<file path="src/verilog/sfr_pkg.sv">
// package of constants and register map for the sfr slice
// What this block does
// (RULE1) serial buffer reads return receive holding, writes load transmit holding
// (RULE2) receive and transmit holding are two separate bytes at one address
// (RULE3) upper-address port drives high address bits during external accesses
// (RULE4) upper-address pins are bidirectional with pull-up when not addressing
// (RULE5) interrupt enable bit 7 gates every interrupt request
// (RULE6) enable bits 5, 3, 1 permit timer 2, timer 1, timer 0
// (RULE7) enable bit 4 permits the serial port interrupt
// (RULE8) enable bits 2 and 0 permit external interrupts 1 and 0
// (RULE9) low base register holds low address byte of strobe 2 comparator
// (RULE10) high base register holds high address byte of strobe 2 comparator
// (RULE11) polarity bit 7 set makes strobe pin 3 active high
// (RULE12) polarity bit 7 clear makes strobe pin 3 active low
// (RULE13) polarity bits 6, 5, 4 do the same for strobe pins 2, 1, 0
// (RULE14) ordinary reads of the general port return pin levels
// (RULE15) read-modify-write reads of the general port return the output latch
// (RULE16) general port bits 7, 6 are read/write strobes, 5, 4 timer inputs
// (RULE17) strobe 2 asserts only while external address equals its base registers
// (RULE18) interrupt enable bit 6 ignores writes and reads zero
package sfr_pkg;
	localparam logic [7:0] ADDR_SERIAL_DATA_BUFFER  = 8'h99;
	localparam logic [7:0] ADDR_UPPER_ADDRESS_PORT  = 8'hA0;
	localparam logic [7:0] ADDR_IRQ_MASK_REG        = 8'hA8;
	localparam logic [7:0] ADDR_STROBE2_BASE_LOW    = 8'hAC;
	localparam logic [7:0] ADDR_STROBE2_BASE_HIGH   = 8'hAD;
	localparam logic [7:0] ADDR_STROBE_POLARITY     = 8'hAE;
	localparam logic [7:0] ADDR_ALT_FUNCTION_PORT   = 8'hB0;
	localparam logic [7:0] ADDR_STATUS              = 8'hB1;
	localparam logic [7:0] RESET_PORT               = 8'hFF;
	localparam logic [7:0] RESET_ZERO               = 8'h00;
	localparam logic [7:0] IRQ_MASK_WRITABLE        = 8'hBF;
	localparam int         GLOBAL_GATE_BIT          = 7;
	localparam int         POL_LOW_BIT              = 4;
	localparam int         STATUS_PENDING_BIT       = 0;
	localparam int         STATUS_RX_FULL_BIT       = 1;
endpackage : sfr_pkg

</file>
<file path="src/verilog/sfr_slice.sv">
// special function register slice: serial buffer, ports, irq enables, strobes
//
// Added by the designer: the Avalon-MM register port.
`timescale 1ns/1ns
module sfr_slice (
	input  wire logic       clk,
	input  wire logic       rst,
	input  wire logic [7:0] avs_address,
	input  wire logic       avs_read,
	input  wire logic       avs_write,
	input  wire logic [7:0] avs_writedata,
	output logic      [7:0] avs_readdata,
	output logic            avs_waitrequest,
	input  wire logic       rmw_read,
	input  wire logic [7:0] rx_data,
	input  wire logic       rx_load,
	output logic      [7:0] tx_data,
	output logic            tx_load,
	input  wire logic       ext_access,
	input  wire logic       ext_read,
	input  wire logic       ext_write,
	input  wire logic [15:0] ext_addr,
	input  wire logic [3:0] strobe_sel,
	output logic      [3:0] strobe_out,
	output logic            strobe2_match,
	input  wire logic [7:0] upper_port_in,
	output logic      [7:0] upper_port_out,
	output logic      [7:0] upper_port_oe_n,
	input  wire logic [7:0] alt_port_in,
	output logic      [7:0] alt_port_out,
	output logic      [7:0] alt_port_oe_n,
	output logic            timer1_count_in,
	output logic            timer0_count_in,
	input  wire logic [5:0] irq_req,
	output logic      [5:0] irq_take
);
	import sfr_pkg::*;

	////////////////////////////////////////////////////////////////////////
	typedef struct packed {
		logic [7:0] rx_hold;
		logic [7:0] tx_hold;
		logic       tx_pulse;
		logic       rx_full;
		logic [7:0] upper_latch;
		logic [7:0] irq_mask;
		logic [7:0] base_low;
		logic [7:0] base_high;
		logic [3:0] pol;
		logic [7:0] alt_latch;
		logic [7:0] rdata;
		logic       ack;
		logic [3:0] strobe;
		logic       match;
	} sfr_state_type;

	sfr_state_type state;
	sfr_state_type next_state;

	// open-drain style pull-up port: drive only a latched zero
	function automatic logic [7:0] sfr_oe_n(input logic [7:0] latch);
		sfr_oe_n = latch;
	endfunction : sfr_oe_n

	logic       req;
	logic       take;
	logic       hit;
	logic [7:0] dec;
	logic [3:0] active;
	logic       pend;

	////////////////////////////////////////////////////////////////////////
	always_comb begin
		next_state = state;
		next_state.tx_pulse = 1'b0;
		next_state.ack = 1'b0;
		req = (avs_read | avs_write) & ~state.ack;
		// a transfer completes only at the edge where waitrequest is seen low
		take = (avs_read | avs_write) & state.ack;
		hit = 1'b1;
		dec = RESET_ZERO;
		pend = |(irq_req & state.irq_mask[5:0]) & state.irq_mask[GLOBAL_GATE_BIT];
		if (avs_address == ADDR_SERIAL_DATA_BUFFER) begin
			dec = state.rx_hold; // see (RULE1)
		end else if (avs_address == ADDR_UPPER_ADDRESS_PORT) begin
			dec = rmw_read ? state.upper_latch : upper_port_in;
		end else if (avs_address == ADDR_IRQ_MASK_REG) begin
			dec = state.irq_mask & IRQ_MASK_WRITABLE; // see (RULE18)
		end else if (avs_address == ADDR_STROBE2_BASE_LOW) begin
			dec = state.base_low;
		end else if (avs_address == ADDR_STROBE2_BASE_HIGH) begin
			dec = state.base_high;
		end else if (avs_address == ADDR_STROBE_POLARITY) begin
			dec = {state.pol, 4'h0};
		end else if (avs_address == ADDR_ALT_FUNCTION_PORT) begin
			dec = rmw_read ? state.alt_latch : alt_port_in; // see (RULE14) (RULE15)
		end else if (avs_address == ADDR_STATUS) begin
			dec = {6'h00, state.rx_full, pend};
		end else begin
			hit = 1'b0;
		end
		if (req) begin
			next_state.ack = 1'b1;
			next_state.rdata = avs_read ? dec : RESET_ZERO;
		end
		if (take && avs_read && avs_address == ADDR_SERIAL_DATA_BUFFER) begin
			next_state.rx_full = 1'b0;
		end
		if (rx_load) begin
			next_state.rx_hold = rx_data; // see (RULE2)
			next_state.rx_full = 1'b1;
		end
		if (take && avs_write && hit) begin
			if (avs_address == ADDR_SERIAL_DATA_BUFFER) begin
				next_state.tx_hold = avs_writedata; // see (RULE1) (RULE2)
				next_state.tx_pulse = 1'b1;
			end else if (avs_address == ADDR_UPPER_ADDRESS_PORT) begin
				next_state.upper_latch = avs_writedata;
			end else if (avs_address == ADDR_IRQ_MASK_REG) begin
				next_state.irq_mask = avs_writedata & IRQ_MASK_WRITABLE; // see (RULE18)
			end else if (avs_address == ADDR_STROBE2_BASE_LOW) begin
				next_state.base_low = avs_writedata; // see (RULE9)
			end else if (avs_address == ADDR_STROBE2_BASE_HIGH) begin
				next_state.base_high = avs_writedata; // see (RULE10)
			end else if (avs_address == ADDR_STROBE_POLARITY) begin
				next_state.pol = avs_writedata[7:POL_LOW_BIT];
			end else if (avs_address == ADDR_ALT_FUNCTION_PORT) begin
				next_state.alt_latch = avs_writedata;
			end
		end
		next_state.match = ext_access && (ext_addr == {state.base_high, state.base_low}); // see (RULE17)
		active = strobe_sel & {4{ext_read | ext_write}};
		active[2] = active[2] & next_state.match; // see (RULE17)
		next_state.strobe = ~(active ^ state.pol); // see (RULE11) (RULE12) (RULE13)
		if (rst) begin
			next_state = '0;
			next_state.upper_latch = RESET_PORT;
			next_state.alt_latch = RESET_PORT;
			next_state.strobe = 4'hF;
		end
	end

	always_ff @(posedge clk) begin
		state <= next_state;
	end

	////////////////////////////////////////////////////////////////////////
	assign avs_waitrequest = (avs_read | avs_write) & ~state.ack;
	assign avs_readdata    = state.rdata;
	assign tx_data         = state.tx_hold;
	assign tx_load         = state.tx_pulse;
	assign strobe_out      = state.strobe;
	assign strobe2_match   = state.match;

	// external access overrides the latch with the high address byte
	always_comb begin
		if (ext_access) begin
			upper_port_out  = ext_addr[15:8]; // see (RULE3)
			upper_port_oe_n = 8'h00;
		end else begin
			upper_port_out  = 8'h00;
			upper_port_oe_n = sfr_oe_n(state.upper_latch); // see (RULE4)
		end
	end

	// bits 7 and 6 carry the read and write strobes during external accesses
	always_comb begin
		alt_port_out  = 8'h00;
		alt_port_oe_n = sfr_oe_n(state.alt_latch);
		if (ext_access) begin
			alt_port_oe_n[7] = ~ext_read; // see (RULE16)
			alt_port_oe_n[6] = ~ext_write; // see (RULE16)
		end
	end
	assign timer1_count_in = alt_port_in[5]; // see (RULE16)
	assign timer0_count_in = alt_port_in[4]; // see (RULE16)

	genvar g;
	generate
		for (g = 0; g < 6; g++) begin : g_irq
			assign irq_take[g] = irq_req[g] & state.irq_mask[g] & state.irq_mask[GLOBAL_GATE_BIT]; // see (RULE5) (RULE6) (RULE7) (RULE8)
		end
	endgenerate
endmodule : sfr_slice
</file>
<file path="config.mk">
export PLATFORM = sky130hd
export DESIGN_NAME = sfr_slice
export DESIGN_NICKNAME = d
export VERILOG_FILES = /design/src/verilog/sfr_pkg.sv /design/src/verilog/sfr_slice.sv
export SDC_FILE = /design/constraint.sdc
export NUM_CORES = 1
export LEC_CHECK = 0
export ABC_AREA = 1
export BUFFER_PORTS_ARGS = -buffer_cell sky130_fd_sc_hd__buf_2
export CAP_MARGIN = 15
export CORE_MARGIN = 2
export CORE_UTILIZATION = 39
export DETAILED_ROUTE_END_ITERATION = 10
export PLACE_DENSITY = 0.71
export SYNTH_ARGS = -nofsm -noshare
export SYNTH_HDL_FRONTEND = slang
export SYNTH_SLANG_ARGS = --single-unit
</file>
<file path="constraint.sdc">
create_clock -name clk -period 1.9 [get_ports clk]
set_input_delay 0.38 -clock clk [delete_from_list [all_inputs] [get_ports clk]]
set_output_delay 0.38 -clock clk [all_outputs]
set_load 0.02 [all_outputs]
</file>
==> results of run 1 <==
-- metrics by stage --
step | hold slack (ns) | cells | worst slack (ns)
after global placement | 0.447 | 968 | 0.0610
after global routing | 0.272 | 984 | 0.177
final | 0.256 | 984 | 0.332
after CTS | 0.249 | 984 | 0.317
after detailed placement | 0.450 | 968 | 0.0403
after floorplan | 0.441 | 733 | 0.323
-- routing by layer --
metal / share of wire / global-route usage / vias up / routed length, um
met1: 0.46 / 0.289 / 2009 / 5940
met2: 0.45 / 0.339 / 183 / 5860
met3: 0.078 / 0.0448 / 22 / 1010
li1: - / - / 2445 / -
met5: 0 / 0 / - / 0
met4: 0.018 / 0.0650 / 0 / 231
-- critical path, cell delays in order, from the launching register on --
cell     delay [ns]
dfxtp_1        0.37
inv_1          0.14
nor2_1         0.15
buf_2          0.18
-- path summary, 6_finish.rpt --
| check | start | end | slack (ns) |
|---|---|---|---|
| hold reg to reg | avs_readdata[7] | avs_readdata[7] | 0.46 |
| setup reg to reg | state[5] | alt_port_oe_n[5] | 0.40 |
| hold / removal | rx_data[2] | state[70] | 0.26 |
| setup / recovery | state[49] | irq_take[4] | 0.33 |
-- power by group through the flow --
stage          registers (mW)  clock network [mW]  logic (mW)
2_1_floorplan            1.63                   0       0.259
3_3_place_gp             1.63                   0       0.435
3_5_place_dp             1.64                   0       0.434
4_1_cts                  1.60                1.77       0.436
5_1_grt                  1.60                1.84       0.485
6_report                 1.60                1.75       0.438
-- cells by family after synthesis --
group | synth area share
buffers and inverters | 0.183
flip-flops | 0.335
XOR/XNOR | 0.00781
AND/OR/NAND/NOR | 0.345
AO/OA/AOI/OAI | 0.129
other | 0.000836
-- cells in the final DEF, fill, tap and decap left out --
cell type | Yosys | routed
nor3_1 | 2 | 2
clkinv_4 | 0 | 2
conb_1 | 1 | 8
nand3_1 | 23 | 23
clkinvlp_4 | 0 | 1
inv_1 | 111 | 111
buf_2 | 7 | 129
o2111ai_1 | 2 | 2
nor2_1 | 96 | 96
nand2b_1 | 1 | 1
nand3_2 | 3 | 3
xor2_1 | 4 | 4
clkbuf_16 | 0 | 9
nor2_4 | 2 | 2
buf_4 | 36 | 20
clkinv_2 | 0 | 2
nand3_4 | 2 | 2
a21oi_1 | 36 | 36
nor2_2 | 6 | 6
nand2_1 | 205 | 205
o31ai_1 | 1 | 1
o221ai_1 | 1 | 1
inv_2 | 2 | 2
buf_12 | 0 | 3
o22ai_1 | 1 | 1
o211ai_1 | 17 | 17
o21ai_0 | 45 | 45
clkinv_1 | 3 | 3
nand2_2 | 3 | 3
dfxtp_1 | 75 | 75
bufinv_16 | 0 | 1
clkbuf_8 | 0 | 1
o21ai_1 | 1 | 1
nand4_1 | 23 | 23
-- registers in the layout (all words and copies together), names as in the netlist --
name	flops
alt_port_oe_n	6
tx_load	1
tx_data	8
avs_readdata	8
strobe2_match	1
strobe_out	4
state	47
-- cell type report --
type / instances / area, um2
Clock buffer: 10 / 239
Multi-Input combinational cell: 482 / 2190
Timing Repair Buffer: 152 / 856
Clock inverter: 6 / 65.1
Sequential cell: 75 / 1500
Fill cell: 1201 / 5850
Inverter: 116 / 435
Tap cell: 143 / 179
==> impl_metrics.yaml, run 1 <==
clock_tree:
  cts_hold_buf: 0
  cts_tree: "yes"
  cts.sinks: 75
  cts.repair.resized: 0
  clkLatencyLatePin_ns: 0.34
  clock_path_buffers: 2
  htreeDepth: 3
  clockRootBuffer: "clkbuf_16"
  cts_setup_buffers: 0
  cts.clk_slew.worst_paths_ns: 0.06
  numCtsBuffers: 9
power:
  clkPwrFrac: 0.461
  comb_power_share: 0.116
  p_int_mw: 2.80
  power_density_nw_per_um2: 692
  swShare: 0.262
  leakage_nw: 2.92
  power.total_mw: 3.79
  seqPwrFrac: 0.423
  vdd_drop_max_v: 0.000560
  netSwitchingPower_mw: 0.990
synthesis:
  yosys-top-cells-area: "dfxtp_1, nand2_1, inv_1"
  avgSynthCellArea_um2: 6.18
  synth.distinct_cells: 29
  synth_edf_count: 0
  asyncSetResetFlopFracSynth: 0
  synth_area_um2: 4490
  synth_top_area_share: 0.335
  synth_flop_cell: "dfxtp_1"
  synth_most_common_cell: "nand2_1"
  ys_ff_latch: 75
  yosysWarnings: 0
  yosysSeqAreaShare: 0.335
  netlist_top_cells_count: "nand2_1, inv_1, nor2_1"
  synth_cells: 726
  synth.largest_area_cell: "dfxtp_1"
finish:
  finalNetCount: 911
  drive_gt1_frac: 0.221
  postLayoutCoreUtil: 0.483
  finalInstanceArea_um2: 5470
  num_antenna_cells: 0
  area.growth.synth_to_final_pct: 21.9
sta:
  finalCritPeriodShare: 0.825
  finalSetupViolations: 0
  fmax_mhz: 638
  timing.setup.tns_ns: 0
  grt_setup_unrepaired: "no"
  finClkSkew_ns: 0.00474
  period_needed_ns: 1.57
  drv_slew: 0
  hold_viol: 0
floorplan:
  io_pins: 138
  fp.dieW_um: 111
  dieHeight_um: 111
  core_um2: 11300
  fp-row-count: 39
  die_area_um2: 12400
  initial_utilization: 0.396
worst_setup_path:
  arrival_ns: 1.19
  reg2reg_depth: 5
  crit_type: "flop to primary output"
  end_kind: "primary output"
  start_kind: "flop"
  crit_fanout: 7
  crit_required_ns: 1.52
drt:
  first_iter_violations: 323
  routed_via_density: 4.73
  antenna_left: 0
  num_vias: 4659
  drt_drc_violations_left: 0
  wl_um: 13000
  firstDrtPassIters: 5
  wl_per_cell_um: 13.3
run:
  maxCapViolCount: 0
global_routing:
  grt_pass1_vias: 4088
  grt.overflow.total: 0
  grt_pass1_wl_um: 20900
  grt_max_degree: 53
  antenna_found_initial: 0
  track_usage: 0.213
place:
  portBuffers: 129
  place.gp.congestion: 0.951
  postPlaceCellArea_um2: 5160
  hpwl_um: 10100
min_path:
  hold_class: "primary input to flop"
  hold_depth: 3
status:
  run_status: "finished, final reports clean"
Note: power is estimated with default switching activity, not from simulation.
==> inputs of run 2 (changes only) <==
- clock period: 1.9 -> 1.5 ns (I/O delays scaled with it)
==> run 2 against run 1 <==
Net effect: die area unchanged; clock skew is 0.0027 ns higher; design area up 3.7%; non-clock buffer count up 23; hold slack got worse by 0.077 ns; sequential cell count did not move; final cell count up 2.5%; sequential power grew 27%; register-to-register slack got worse by 0.22 ns; critical endpoint unchanged.
==> impl_metrics.yaml, run 2 (same netlist as run 1, synthesis figures left out) <==
worst_setup_path:
  path_buf_inv: 1
  end_kind: "primary output"
  start_kind: "flop"
  cp_slowest_cell: "dfxtp_1"
  crit_family: "flip-flops"
  crit-reg2reg-launch: "state[27]"
  crit_required_ns: 1.20
  arrival_ns: 1.12
  critPathMaxStageDelay_ns: 0.39
  cp-startpoint: "state[46]"
  crit_fanout: 3
  crit_type: "flop to primary output"
  path_cells: "nand2_1, nor2_1, buf_2"
min_path:
  hold_start: "rx_data[4]"
  hold_class: "primary input to flop"
drt:
  num_vias: 4741
  antenna_left: 0
  wl_um: 13400
  drt_drc_violations_left: 0
  wl_per_cell_um: 13.3
  first_iter_violations: 326
  routed_via_density: 4.70
  firstDrtPassIters: 5
floorplan:
  fp-row-count: 39
  die_area_um2: 12400
  initial_utilization: 0.396
  core_um2: 11300
  io_pins: 138
  fp.dieW_um: 111
  dieHeight_um: 111
power:
  vdd_drop_max_v: 0.000708
  power_density_nw_per_um2: 827
  power.total_mw: 4.69
  leakage_nw: 3.04
finish:
  max_flop_register: "state"
  mostFrequentLayoutCells: "nand2_1, buf_2, inv_1, nor2_1, dfxtp_1"
  final_cells: 1009
  largest_register_ffs: 47
  area.growth.synth_to_final_pct: 26.4
  drive_gt1_frac: 0.247
  layout_commonest_cell: "nand2_1"
  finalNetCount: 936
  num_antenna_cells: 0
global_routing:
  grt_max_degree: 53
  grt_pass1_vias: 4302
  grtUsageMet1: 0.297
  antenna_found_initial: 0
  met3_usage: 0.0541
  grt.overflow.total: 0
  track_usage: 0.217
  grt_pass1_wl_um: 21500
  use_met2: 0.339
  busiest_layer: "met2"
clock_tree:
  cts_hold_buf: 0
  cts.clk_slew.worst_paths_ns: 0.06
  htreeDepth: 3
  numCtsBuffers: 9
  cts.sinks: 75
  clockRootBuffer: "clkbuf_16"
  clock_path_buffers: 2
  clkLatencyLatePin_ns: 0.34
  cts.repair.resized: 0
  cts_setup_buffers: 0
  cts_tree: "yes"
place:
  placedCellCount: 991
  place.gp.congestion: 0.980
  portBuffers: 129
  hpwl_um: 10400
sta:
  grt_setup_unrepaired: "no"
  period_needed_ns: 1.42
  finalCritPeriodShare: 0.948
  finalSetupViolations: 0
  finClkSkew_ns: 0.00745
  fmax_mhz: 704
  drv_slew: 0
  hold_viol: 0
status:
  run_status: "finished, final reports clean"
run:
  maxCapViolCount: 0
[run 2: changes by cell type in the layout (fill, tap and decap cells not counted), sizes merged]
cell      previous run  this run
bufinv               1         0
inv                113       116
clkbuf              10         9
buf                152       175
clkinvlp             1         3
nand3               28        30
clkinv               7         4
[run 2: path summary, 6_finish.rpt]
check                           cells past startpoint             to  slack (ns)
worst min-delay path                                3      state[72]        0.18
worst max-delay path                                3    irq_take[4]        0.08
worst max register to register                      9  strobe_out[2]        0.18
worst min register to register                      2     tx_data[5]        0.46
[run 2: where the power goes]
group | internal, mW | switching [mW]
sequential | 2.02 | 0.0110
clock | 1.15 | 0.925
combinational | 0.218 | 0.375
[run 2: area by class of cell]
cell class              count  area (um2)
fillers                  1197        5650
multi-input cells         484        2230
flip-flops and latches     75        1500
repair buffers            175        1040
inverters                 116         435
clock buffers               9         225
well taps                 143         179
clock inverters             7        60.1
[run 2: worst min-delay path, cell delays in order]
cell and delay, ns:
buf_2 0.08, nor2_1 0.03, nor2_1 0.08
[run 2: per-stage QoR]
stage / hold WS (ns) / setup TNS, ns / utilization / area (um2) / setup WS (ns)
2_1_floorplan: 0.430 / 0 / - / 4510 / 0.0231
3_3_place_gp: 0.448 / -6.33 / 0.472 / 5350 / -0.232
3_5_place_dp: 0.451 / -7.85 / 0.472 / 5350 / -0.242
4_1_cts: 0.173 / 0 / 0.498 / 5630 / 0.0254
5_1_grt: 0.193 / 0 / 0.501 / 5670 / 0.0152
6_report: 0.179 / 0 / 0.501 / 5670 / 0.0786
[run 2: metal layers]
metal | up-vias | part of all wire
met2 | 177 | 0.45
met1 | 2043 | 0.46
li1 | 2499 | -
met5 | - | 0
met4 | 0 | 0.019
met3 | 22 | 0.075
